--- config.mk ---
export PLATFORM = sky130hd
export DESIGN_NAME = srw_supervisor
export DESIGN_NICKNAME = d
export VERILOG_FILES = /design/src/inc/srw_pkg.sv /design/src/inc/srw_tick_if.sv /design/src/design/srw_supervisor.sv /design/src/design/srw_timebase.sv
export SDC_FILE = /design/constraint.sdc
export NUM_CORES = 1
export LEC_CHECK = 0
export BUFFER_PORTS_ARGS = -buffer_cell sky130_fd_sc_hd__buf_2
export CAP_MARGIN = 20
export CELL_PAD_IN_SITES_DETAIL_PLACEMENT = 0
export CELL_PAD_IN_SITES_GLOBAL_PLACEMENT = 1
export CORE_MARGIN = 8
export CORE_UTILIZATION = 53
export CTS_CLUSTER_SIZE = 28
export DETAILED_ROUTE_END_ITERATION = 8
export PLACE_DENSITY = 0.84
export SYNTH_ARGS = -nofsm -noshare
export SYNTH_HDL_FRONTEND = slang
export SYNTH_SLANG_ARGS = --single-unit
--- constraint.sdc ---
create_clock -name ref_clk -period 6.3 [get_ports ref_clk]
set_clock_uncertainty 0.2 [all_clocks]
set_input_delay 1.26 -clock ref_clk [delete_from_list [all_inputs] [get_ports ref_clk]]
set_output_delay 1.26 -clock ref_clk [all_outputs]
set_load 0.05 [all_outputs]
--- src/inc/srw_pkg.sv ---
`default_nettype none
package srw_pkg;

  // ****************************************
  // clocking
  // ****************************************
  localparam int unsigned REF_CLK_HZ = 100_000_000;
  localparam int unsigned OSC_FREQ_HZ = 10_240;
  localparam int unsigned MS_PER_S = 1_000;
  localparam int unsigned OSC_DIV_CYCLES = REF_CLK_HZ / OSC_FREQ_HZ;
  localparam int unsigned DIV_W = 14;
  localparam int unsigned CNT_W = 15;

  // ****************************************
  // times in ms, as printed
  // ****************************************
  localparam int unsigned WD_LONG_MS = 1600;
  localparam int unsigned WD_SHORT_MS = 100;
  localparam int unsigned PULSE_SHORT_MS = 50;
  localparam int unsigned PULSE_LONG_MS = 200;

  // ****************************************
  // counts in oscillator_cycles
  // ****************************************
  localparam logic [CNT_W-1:0] WD_LONG_TICKS = CNT_W'(WD_LONG_MS * OSC_FREQ_HZ / MS_PER_S);
  localparam logic [CNT_W-1:0] WD_SHORT_TICKS = CNT_W'(WD_SHORT_MS * OSC_FREQ_HZ / MS_PER_S);
  localparam logic [CNT_W-1:0] PULSE_SHORT_TICKS =
    CNT_W'(PULSE_SHORT_MS * OSC_FREQ_HZ / MS_PER_S);
  localparam logic [CNT_W-1:0] PULSE_LONG_TICKS = CNT_W'(PULSE_LONG_MS * OSC_FREQ_HZ / MS_PER_S);
  localparam logic [CNT_W-1:0] EXT_WD_NORMAL_OSCILLATOR_CYCLES = 15'h0400;
  localparam logic [CNT_W-1:0] EXT_WD_AFTER_RST_OSCILLATOR_CYCLES = 15'h1000;
  localparam logic [CNT_W-1:0] EXT_PULSE_SHORT_OSCILLATOR_CYCLES = 15'h0200;
  localparam logic [CNT_W-1:0] EXT_PULSE_LONG_OSCILLATOR_CYCLES = 15'h0800;
  localparam logic [CNT_W-1:0] CNT_ZERO = 15'h0000;
  localparam logic [CNT_W-1:0] CNT_ONE = 15'h0001;

  // ****************************************
  // reset sequencer states
  // ****************************************
  typedef enum logic [1:0] {
    SRW_SUPPLY_LOW,
    SRW_PULSE,
    SRW_RUN
  } srw_state_t;

endpackage
`default_nettype wire

--- src/inc/srw_tick_if.sv ---
`timescale 1ns/1ps
`default_nettype none
interface srw_tick_if;
  logic tick;
  logic ext_mode;
  logic osc_level;

  modport src (
    output tick,
    output ext_mode,
    output osc_level
  );

  modport snk (
    input tick,
    input ext_mode,
    input osc_level
  );
endinterface
`default_nettype wire
--- src/design/srw_supervisor.sv ---
`timescale 1ns/1ps
`default_nettype none
// Behaviour
// - reset low while supply invalid
// - hold reset 50 or 200 ms after recovery
// - active-high reset is complement of low
// - no kick within timeout gives reset pulse
// - fixed variant uses 1.6 s timeout only
// - fixed variant pulses are 50 ms
// - internal osc; input level picks timeout
// - long timeout right after any reset
// - watchdog restarts at end of reset
// - first kick after reset selects normal timeout
// - both kick edges restart the count
// - steady kick resets every long timeout
// - floating kick disables the watchdog
// - external clock: 1024 and 4096 clocks
// - external clock pulses 512 or 2048 clocks
// - internal timing from 10.24 kHz oscillator
// - expired flag low until next kick
// - expired flag high when supply fails
// - expired flag high while watchdog disabled
module srw_supervisor #(
  parameter bit FIXED_TIMING = 1'b0,
  parameter bit LONG_PULSE = 1'b0,
  parameter int unsigned OSC_DIV = srw_pkg::OSC_DIV_CYCLES
) (
  // clock and reset
  input wire logic ref_clk,
  input wire logic rst_n,
  // supply monitor
  input wire logic supply_valid,
  // watchdog kick, already decoded from three levels
  input wire logic wdog_kick_in,
  input wire logic wdog_kick_float,
  // oscillator selection
  input wire logic osc_source_select,
  input wire logic osc_input_pin,
  // resets toward the processor
  output var logic reset_out_n,
  output var logic reset_out,
  // watchdog status
  output var logic wdog_expired_n,
  output var logic wdog_long_active
);

  // ****************************************
  // decode helpers
  // ****************************************
  function automatic logic [srw_pkg::CNT_W-1:0] wd_limit(
    input logic fixed,
    input logic ext,
    input logic osc_level,
    input logic after_rst
  );
    logic [srw_pkg::CNT_W-1:0] lim;
    lim = srw_pkg::WD_LONG_TICKS;
    if (fixed) begin
      lim = srw_pkg::WD_LONG_TICKS;
    end else if (ext) begin
      lim = after_rst ? srw_pkg::EXT_WD_AFTER_RST_OSCILLATOR_CYCLES
                      : srw_pkg::EXT_WD_NORMAL_OSCILLATOR_CYCLES;
    end else if (after_rst || osc_level) begin
      lim = srw_pkg::WD_LONG_TICKS;
    end else begin
      lim = srw_pkg::WD_SHORT_TICKS;
    end
    return lim;
  endfunction

  function automatic logic [srw_pkg::CNT_W-1:0] pulse_limit(
    input logic fixed,
    input logic ext,
    input logic long_pulse
  );
    logic [srw_pkg::CNT_W-1:0] lim;
    lim = srw_pkg::PULSE_SHORT_TICKS;
    if (fixed) begin
      lim = srw_pkg::PULSE_SHORT_TICKS;
    end else if (ext) begin
      lim = long_pulse ? srw_pkg::EXT_PULSE_LONG_OSCILLATOR_CYCLES
                       : srw_pkg::EXT_PULSE_SHORT_OSCILLATOR_CYCLES;
    end else begin
      lim = long_pulse ? srw_pkg::PULSE_LONG_TICKS
                       : srw_pkg::PULSE_SHORT_TICKS;
    end
    return lim;
  endfunction

  // ****************************************
  // declarations
  // ****************************************
  srw_tick_if tick_bus ();

  logic sup_s1_ff, sup_s2_ff;
  logic kick_s1_ff, kick_s2_ff, kick_prev_ff;
  logic flt_s1_ff, flt_s2_ff;
  logic kick_edge;
  logic wd_enabled;

  srw_pkg::srw_state_t state_ff, nxt_state;
  logic [srw_pkg::CNT_W-1:0] pulse_cnt_ff, nxt_pulse_cnt;
  logic [srw_pkg::CNT_W-1:0] wd_cnt_ff, nxt_wd_cnt;
  logic [srw_pkg::CNT_W-1:0] wd_lim, pls_lim;
  logic after_rst_ff;
  logic pulse_done;
  logic wd_timeout;
  logic pulse_restart;

  // ****************************************
  // time base
  // ****************************************
  srw_timebase #(
    .DIV(OSC_DIV)
  ) u_timebase (
    .ref_clk(ref_clk),
    .rst_n(rst_n),
    .osc_source_select(osc_source_select),
    .osc_input_pin(osc_input_pin),
    .tb(tick_bus.src)
  );

  // ****************************************
  // input synchronisers
  // ****************************************
  // reset values assume an invalid supply and an idle, disabled kick
  always_ff @(posedge ref_clk or negedge rst_n) begin
    if (!rst_n) begin
      sup_s1_ff <= 1'b0;
      sup_s2_ff <= 1'b0;
    end else begin
      sup_s1_ff <= supply_valid;
      sup_s2_ff <= sup_s1_ff;
    end
  end

  always_ff @(posedge ref_clk or negedge rst_n) begin
    if (!rst_n) begin
      kick_s1_ff <= 1'b0;
      kick_s2_ff <= 1'b0;
      kick_prev_ff <= 1'b0;
      flt_s1_ff <= 1'b1;
      flt_s2_ff <= 1'b1;
    end else begin
      kick_s1_ff <= wdog_kick_in;
      kick_s2_ff <= kick_s1_ff;
      kick_prev_ff <= kick_s2_ff;
      flt_s1_ff <= wdog_kick_float;
      flt_s2_ff <= flt_s1_ff;
    end
  end

  // a kick that toggles while floating carries no meaning
  assign wd_enabled = ~flt_s2_ff;
  assign kick_edge = wd_enabled & (kick_s2_ff ^ kick_prev_ff);

  // ****************************************
  // limits
  // ****************************************
  assign wd_lim = wd_limit(FIXED_TIMING, tick_bus.ext_mode, tick_bus.osc_level, after_rst_ff);
  assign pls_lim = pulse_limit(FIXED_TIMING, tick_bus.ext_mode, LONG_PULSE);
  assign pulse_done = tick_bus.tick && ((pulse_cnt_ff + srw_pkg::CNT_ONE) >= pls_lim);
  // a kick in the expiry cycle restarts the count and wins
  assign wd_timeout = (state_ff == srw_pkg::SRW_RUN) && wd_enabled && !kick_edge &&
                      tick_bus.tick && ((wd_cnt_ff + srw_pkg::CNT_ONE) >= wd_lim);
  assign pulse_restart = (state_ff == srw_pkg::SRW_SUPPLY_LOW) && sup_s2_ff;

  // ****************************************
  // reset sequencer
  // ****************************************
  always_comb begin
    nxt_state = state_ff;
    unique case (state_ff)
      srw_pkg::SRW_SUPPLY_LOW: begin
        if (sup_s2_ff) begin
          nxt_state = srw_pkg::SRW_PULSE;
        end
      end
      srw_pkg::SRW_PULSE: begin
        if (!sup_s2_ff) begin
          nxt_state = srw_pkg::SRW_SUPPLY_LOW;
        end else if (pulse_done) begin
          nxt_state = srw_pkg::SRW_RUN;
        end
      end
      srw_pkg::SRW_RUN: begin
        if (!sup_s2_ff) begin
          nxt_state = srw_pkg::SRW_SUPPLY_LOW;
        end else if (wd_timeout) begin
          nxt_state = srw_pkg::SRW_PULSE;
        end
      end
    endcase
  end

  always_ff @(posedge ref_clk or negedge rst_n) begin
    if (!rst_n) begin
      state_ff <= srw_pkg::SRW_SUPPLY_LOW;
    end else begin
      state_ff <= nxt_state;
    end
  end

  // ****************************************
  // pulse width counter
  // ****************************************
  always_comb begin
    nxt_pulse_cnt = pulse_cnt_ff;
    if (state_ff != srw_pkg::SRW_PULSE || pulse_restart) begin
      nxt_pulse_cnt = srw_pkg::CNT_ZERO;
    end else if (tick_bus.tick && !pulse_done) begin
      nxt_pulse_cnt = pulse_cnt_ff + srw_pkg::CNT_ONE;
    end
  end

  always_ff @(posedge ref_clk or negedge rst_n) begin
    if (!rst_n) begin
      pulse_cnt_ff <= srw_pkg::CNT_ZERO;
    end else begin
      pulse_cnt_ff <= nxt_pulse_cnt;
    end
  end

  // ****************************************
  // watchdog counter
  // ****************************************
  // held at zero outside run, so every reset ends with a fresh count
  always_comb begin
    nxt_wd_cnt = wd_cnt_ff;
    if (state_ff != srw_pkg::SRW_RUN || !wd_enabled) begin
      nxt_wd_cnt = srw_pkg::CNT_ZERO;
    end else if (kick_edge || wd_timeout) begin
      nxt_wd_cnt = srw_pkg::CNT_ZERO;
    end else if (tick_bus.tick) begin
      nxt_wd_cnt = wd_cnt_ff + srw_pkg::CNT_ONE;
    end
  end

  always_ff @(posedge ref_clk or negedge rst_n) begin
    if (!rst_n) begin
      wd_cnt_ff <= srw_pkg::CNT_ZERO;
    end else begin
      wd_cnt_ff <= nxt_wd_cnt;
    end
  end

  // ****************************************
  // post-reset long timeout
  // ****************************************
  // kicks during reset are ignored; only one after release counts
  always_ff @(posedge ref_clk or negedge rst_n) begin
    if (!rst_n) begin
      after_rst_ff <= 1'b1;
    end else if (state_ff != srw_pkg::SRW_RUN) begin
      after_rst_ff <= 1'b1;
    end else if (kick_edge) begin
      after_rst_ff <= 1'b0;
    end
  end

  always_ff @(posedge ref_clk or negedge rst_n) begin
    if (!rst_n) begin
      wdog_long_active <= 1'b1;
    end else begin
      wdog_long_active <= (nxt_state != srw_pkg::SRW_RUN) ||
                          (after_rst_ff && !(state_ff == srw_pkg::SRW_RUN && kick_edge));
    end
  end

  // ****************************************
  // reset outputs
  // ****************************************
  always_ff @(posedge ref_clk or negedge rst_n) begin
    if (!rst_n) begin
      reset_out_n <= 1'b0;
    end else begin
      reset_out_n <= (nxt_state == srw_pkg::SRW_RUN);
    end
  end

  // separate flop rather than an inverter keeps the output registered
  always_ff @(posedge ref_clk or negedge rst_n) begin
    if (!rst_n) begin
      reset_out <= 1'b1;
    end else begin
      reset_out <= (nxt_state != srw_pkg::SRW_RUN);
    end
  end

  // ****************************************
  // watchdog status
  // ****************************************
  // timeout beats the release only if both land together, which the
  // kick gate in wd_timeout makes impossible
  always_ff @(posedge ref_clk or negedge rst_n) begin
    if (!rst_n) begin
      wdog_expired_n <= 1'b1;
    end else if (!sup_s2_ff) begin
      wdog_expired_n <= 1'b1;
    end else if (!wd_enabled) begin
      wdog_expired_n <= 1'b1;
    end else if (wd_timeout) begin
      wdog_expired_n <= 1'b0;
    end else if (kick_edge) begin
      wdog_expired_n <= 1'b1;
    end
  end

endmodule
`default_nettype wire

--- src/design/srw_timebase.sv ---
`timescale 1ns/1ps
`default_nettype none
module srw_timebase #(
  parameter int unsigned DIV = srw_pkg::OSC_DIV_CYCLES
) (
  // clock and reset
  input wire logic ref_clk,
  input wire logic rst_n,
  // oscillator pins, already decoded
  input wire logic osc_source_select,
  input wire logic osc_input_pin,
  // to the supervisor
  srw_tick_if.src tb
);

  localparam logic [srw_pkg::DIV_W-1:0] DIV_LAST = srw_pkg::DIV_W'(DIV - 1);

  logic sel_s1_ff, sel_s2_ff;
  logic pin_s1_ff, pin_s2_ff, pin_prev_ff;
  logic [srw_pkg::DIV_W-1:0] div_cnt_ff;
  logic tick_ff;

  // ****************************************
  // pin synchronisers
  // ****************************************
  // floating pins are decoded high, so reset to high
  always_ff @(posedge ref_clk or negedge rst_n) begin
    if (!rst_n) begin
      sel_s1_ff <= 1'b1;
      sel_s2_ff <= 1'b1;
      pin_s1_ff <= 1'b1;
      pin_s2_ff <= 1'b1;
      pin_prev_ff <= 1'b1;
    end else begin
      sel_s1_ff <= osc_source_select;
      sel_s2_ff <= sel_s1_ff;
      pin_s1_ff <= osc_input_pin;
      pin_s2_ff <= pin_s1_ff;
      pin_prev_ff <= pin_s2_ff;
    end
  end

  // ****************************************
  // internal oscillator divider
  // ****************************************
  always_ff @(posedge ref_clk or negedge rst_n) begin
    if (!rst_n) begin
      div_cnt_ff <= '0;
    end else if (div_cnt_ff == DIV_LAST) begin
      div_cnt_ff <= '0;
    end else begin
      div_cnt_ff <= div_cnt_ff + 1'b1;
    end
  end

  // ext clock must stay below half ref_clk/2 to be seen edge by edge
  always_ff @(posedge ref_clk or negedge rst_n) begin
    if (!rst_n) begin
      tick_ff <= 1'b0;
    end else if (!sel_s2_ff) begin
      tick_ff <= pin_s2_ff & ~pin_prev_ff;
    end else begin
      tick_ff <= (div_cnt_ff == DIV_LAST);
    end
  end

  assign tb.tick = tick_ff;
  assign tb.ext_mode = ~sel_s2_ff;
  assign tb.osc_level = pin_s2_ff;

endmodule
`default_nettype wire

-- Word-level counts from Yosys, hierarchy flattened
Index checks and enable logic that the tools add are counted.
- add/subtract/negate cells: 3
- $lt $le $gt $ge: 2
- equal/unequal tests: 8
- multiplexer cells: 22
- bitwise operators: 5
- reduce and logical (&&, ||, !) cells: 21
- operator list (operator ; count):
    two-way mux 15 bit ; 7
    adder 15 x 1 -> 15 bit, second input constant ; 2
    >= comparator 15 x 10 -> 1 bit, second input constant ; 1
    >= comparator 15 bit ; 1
    adder 14 x 1 -> 14 bit, second input constant ; 1
    == test 14 bit, second input constant ; 1
    two-way mux 14 bit ; 1
    two-way mux 13 bit ; 1
    two-way mux 2 bit ; 5
    logical AND 1 bit ; 9
    two-way mux 1 bit ; 7
    case mux 2 bit (3 select lines) ; 1
    logical OR 1 bit ; 5
    == test 2 bit, second input constant ; 2
    inequality test 2 bit, second input constant ; 2
    inequality test 4 x 1 -> 1 bit, second input constant ; 1
    nonzero test 2 bit ; 2
    logical NOT 1 bit ; 3
    nonzero test 3 bit ; 1
    AND 1 bit ; 2
    == test 2 x 1 -> 1 bit, second input constant ; 1
    logical NOT 2 bit ; 1
    inequality test 2 x 1 -> 1 bit, second input constant ; 1
    NOT 1 bit ; 2
    XOR 1 bit ; 1
- flip-flop bits (word level): 64
- input port bits: 7

-- Longest topological paths before layout
- depth in word-level cells: 11
- depth in mapped cells: 13
- depth with buffers taken out: 12

-- Modules after synthesis
From an unflattened synthesis, not the netlist that was laid out.
- cell total of the unflattened synthesis: 340
- area total of the unflattened synthesis: 3408.3 um^2
- by module, submodules not included (module ; times used ; cells an instance ; area an instance (um^2) ; seq. area each (um^2)):
    srw_supervisor ; 1 ; 267 ; 2552.4 ; 1108.6
    srw_timebase ; 1 ; 73 ; 855.8 ; 506.7

-- Least setup slack after synthesis
No wires, ideal clock.
- kind: register to register
- start: reg wd_cnt_ff[0] (netlist bit)
- end: reg wd_cnt_ff[1] (netlist bit)
- library setup time: 0.122 ns
- arrival: 2.805 ns
- data required time: 5.978 ns
- slack: 3.173 ns
- stages on the path, launching flop included: 12
- buffers on the path: 0
- period minus slack after synthesis: 3.127 ns
- cell sequence: dfrtp_1 ha_1 and2_4 and3_1 nand3_1 xor2_1 ha_1 o211ai_1 a311o_1 o311a_4 o21a_4 a32o_1
- longest elaborated chain between the ends: 6
- ends and longest elaborated chain (what ; line ; RTL):
    start: declaration ; srw_supervisor.sv:103 ; logic [srw_pkg::CNT_W-1:0] wd_cnt_ff, nxt_wd_cnt;
    start signal: assignment ; srw_supervisor.sv:241 ; wd_cnt_ff <= srw_pkg::CNT_ZERO;
    start signal: assignment ; srw_supervisor.sv:243 ; wd_cnt_ff <= nxt_wd_cnt;
    adder 15 x 1 -> 15 bit * ; srw_supervisor.sv:165, srw_supervisor.sv:235 ;
    >= comparator 15 bit ; srw_supervisor.sv:165 ; tick_bus.tick && ((wd_cnt_ff + srw_pkg::CNT_ONE) >= wd_lim);
    logical AND 1 bit ; srw_supervisor.sv:165 ;
    logical OR 1 bit ; srw_supervisor.sv:232 ; end else if (kick_edge || wd_timeout) begin
    two-way mux 15 bit ; srw_supervisor.sv:232 ;
    two-way mux 15 bit ; srw_supervisor.sv:230 ; if (state_ff != srw_pkg::SRW_RUN || !wd_enabled) begin
Every way passes the cells marked *; elsewhere a longest branch is shown, timed or not. The select of a mux whose other input is x is not followed.
A chain may end at the register's enable or synchronous reset.

-- Worst setup path after layout
- start: reg wd_cnt_ff[0] (netlist bit)
- end: reg wd_cnt_ff[3] (netlist bit)
Same word-level chain as after synthesis.

==> impl_metrics.yaml <==
setup_path:
  r2r-start: "wd_cnt_ff[0]"
  path_delay_family: "simple AND/OR/NAND/NOR gates"
  path_buf_inv: 0
  startpoint: "wd_cnt_ff[0]"
  required_ps: 6330
  critPathSlowestCell: "nor2_1"
  cp-start-kind: "flip-flop"
  max_stage_delay_ps: 710
  cp_max_fo: 12
  critPathKind: "reg -> reg"
  cp-end-kind: "flip-flop"
  cp.arrival_ps: 3920
  path_cells: "ha_1 -> and2_4 -> and3_1 -> nand3_1 -> nor2_1 -> xor2_1 -> ha_1 -> nand2_1 -> a21oi_1 -> nor2_1 -> o211ai_2 -> o311ai_1"
global_routing:
  grt.total_usage: 0.174
  grt_max_degree: 65
  antenna_found_initial: 0
  grt_pass1_vias: 2748
  grt_first_pass_wirelength_um: 13600
  overflow: 0
yosys:
  synth-seq-cells: 64
  synthMuxAreaShare: 0.00565
  syn_nets: 384
  synth_flop_cell: "dfrtp_1"
  yosysWarnings: 0
  postSynthCellCount: 366
  synth_area_um2: 3540
  ys_seq_area_frac: 0.456
  netlist-cell-type-count: 58
  synth_enable_flop_cells: 0
  synth_fa_ha_area_frac: 0.0388
  yosys.area_share.simple: 0.221
  postSynthAreaPerCell_um2: 9.68
  synth_xor_area_frac: 0.0544
  synth_top_family_by_area: "simple AND/OR/NAND/NOR gates"
  postSynth.asyncResetShare: 1.00
  synth-compound-area-share: 0.192
cts:
  cts_setup_buffers: 0
  path_clk_slew_ps: 70
  root_buffer: "clkbuf_8"
  cts_buffers: 9
  h-tree-depth: 3
  cts.repair.resized: 0
  insertion_delay_ps: 340
  cts_hold_buffers: 0
  clk_path_buf_depth: 2
  cts_tree: "yes"
  clock_sinks: 64
timing:
  fin_crit_ps: 3890
  relSlewSlack: 0.377
  final_max_slew_viol_count: 0
  tns_ps: 0
  tightest_slew_ps: 930
  rsz0062_at_grt: "false"
  hold_viol: 0
  fmax_mhz: 257
  final.period_utilization: 0.617
  finalSetupViolations: 0
detailed_routing:
  vias: 2886
  wl_per_cell_um: 17.0
  drc: 0
  via_per_inst: 6.27
  dr.pass1.iters: 5
  ant_nets: 0
  wl_um: 7810
  drt_iter0_drc: 153
placed_design:
  finalWeightedCongestion: 0.899
  placed_cells: 444
  port_buffers: 10
  dp_hpwl_um: 5460
die:
  core_area_um2: 6640
  pin_count: 11
  die_w_um: 97.8
  row_count: 30
  start_util: 0.534
  die_area_um2: 9560
  die_y_um: 97.8
final_layout:
  drive_gt1_frac: 0.139
  nets: 393
  final_core_util: 0.583
  diodes: 0
  stdcell_count: 460
  area_delta_synth_final_pct: 9.28
hold_path:
  min_from: "sup_s1_ff"
  holdCritPathClass: "reg -> reg"
job:
  drv_cap: 0
pwr:
  ir_drop_mv: 0.201
  total_power_mw: 0.905
  p_per_area_nw_per_um2: 234
  power.leakage_nw: 1.61
outcome:
  status: "complete, no violations"
report_power, final:
group          total [mW]  switching, mW  leakage (nW)  internal [mW]
logic              0.0803         0.0555         0.673         0.0249
clock network       0.395          0.172         0.110          0.223
registers           0.429        0.00860         0.828          0.421
total               0.905          0.236          1.61          0.669
routing by layer:
metal | GRT usage | share of wire | vias to the layer above
li1 | - | - | 1375
met1 | 0.232 | 0.47 | 1422
met5 | 0 | 0 | -
met4 | 0.0683 | 0.023 | 0
met2 | 0.263 | 0.46 | 75
met3 | 0.0441 | 0.045 | 14
registers in the layout (all words and copies together) (netlist names), 2 cells and up:
signal and cells:
pulse_cnt_ff 15, wd_cnt_ff 15, u_timebase.div_cnt_ff 14, state_ff 2
kinds of logic (layout without fill, tap and decap cells):
logic type,after synthesis,in the layout
compound gates,91,91
xor+xnor,22,22
fa+ha+maj,11,11
buf+inv,28,42
flops,64,64
mux,2,2
simple gates,148,148
stage by stage:
step	hold WS (ps)	setup WS (ps)	instance area [um2]
2_1_floorplan	131	3170	3540
3_3_place_gp	134	2680	3650
3_5_place_dp	137	2500	3650
4_1_cts	153	2410	3870
5_1_grt	162	2120	3870
6_report	151	2410	3870
path summary, 6_finish.rpt:
check / to / slack [ps] / cells after the start
max in group asynchronous: kick_s1_ff / 4500 / 2
hold / removal: sup_s2_ff / 150 / 0
setup reg to reg: wd_cnt_ff[3] / 2410 / 12
min in group asynchronous: pulse_cnt_ff[3] / 880 / 2
hold reg to reg: sup_s2_ff / 150 / 0
setup / recovery: wd_cnt_ff[3] / 2410 / 12
Yosys cell counts (all sizes together) (6+ instances only):
cell type,n,share of area
xnor2,11,0.027
a21oi,15,0.021
nor2,22,0.023
nand4,7,0.012
buf,7,0.010
dfstp,11,0.082
inv,12,0.013
nand3,19,0.027
nand2,32,0.034
and3,15,0.026
nor4,6,0.011
o21ai,15,0.021
ha,11,0.039
xor2,11,0.027
nor3,11,0.017
or3,8,0.014
clkbuf,9,0.0095
o211ai,9,0.020
dfrtp,53,0.37
final cells by class:
class | count | area, um2
multi-input combinational | 274 | 1810
timing repair buffer | 14 | 80.1
inverter | 12 | 45.0
fill | 575 | 2770
clock buffer | 9 | 124
tap | 80 | 100
clock inverter | 7 | 95.1
sequential | 64 | 1620
cells in the final DEF, fill, tap and decap left out, drive strengths merged, types with 3 or more instances in the layout:
master	netlist	final
xnor2	11	11
nand2b	4	4
or4	5	5
nor2b	3	3
and4	3	3
clkbuf	9	9
xor2	11	11
nor4	6	6
a21oi	15	15
o21ai	15	15
dfrtp	53	53
nor3	11	11
o2111ai	3	3
o221ai	4	4
dfstp	11	11
clkinv	0	3
inv	12	13
a32o	4	4
and3	15	15
o31a	3	3
a22oi	4	4
buf	7	14
nand4	7	7
o31ai	5	5
or2	4	4
or3	8	8
nand2	32	32
a31oi	4	4
nand3	19	19
and2	3	3
a211oi	4	4
ha	11	11
nor2	22	22
nor3b	4	4
o211ai	9	9
No activity file was read; power rests on OpenSTA's default activity.
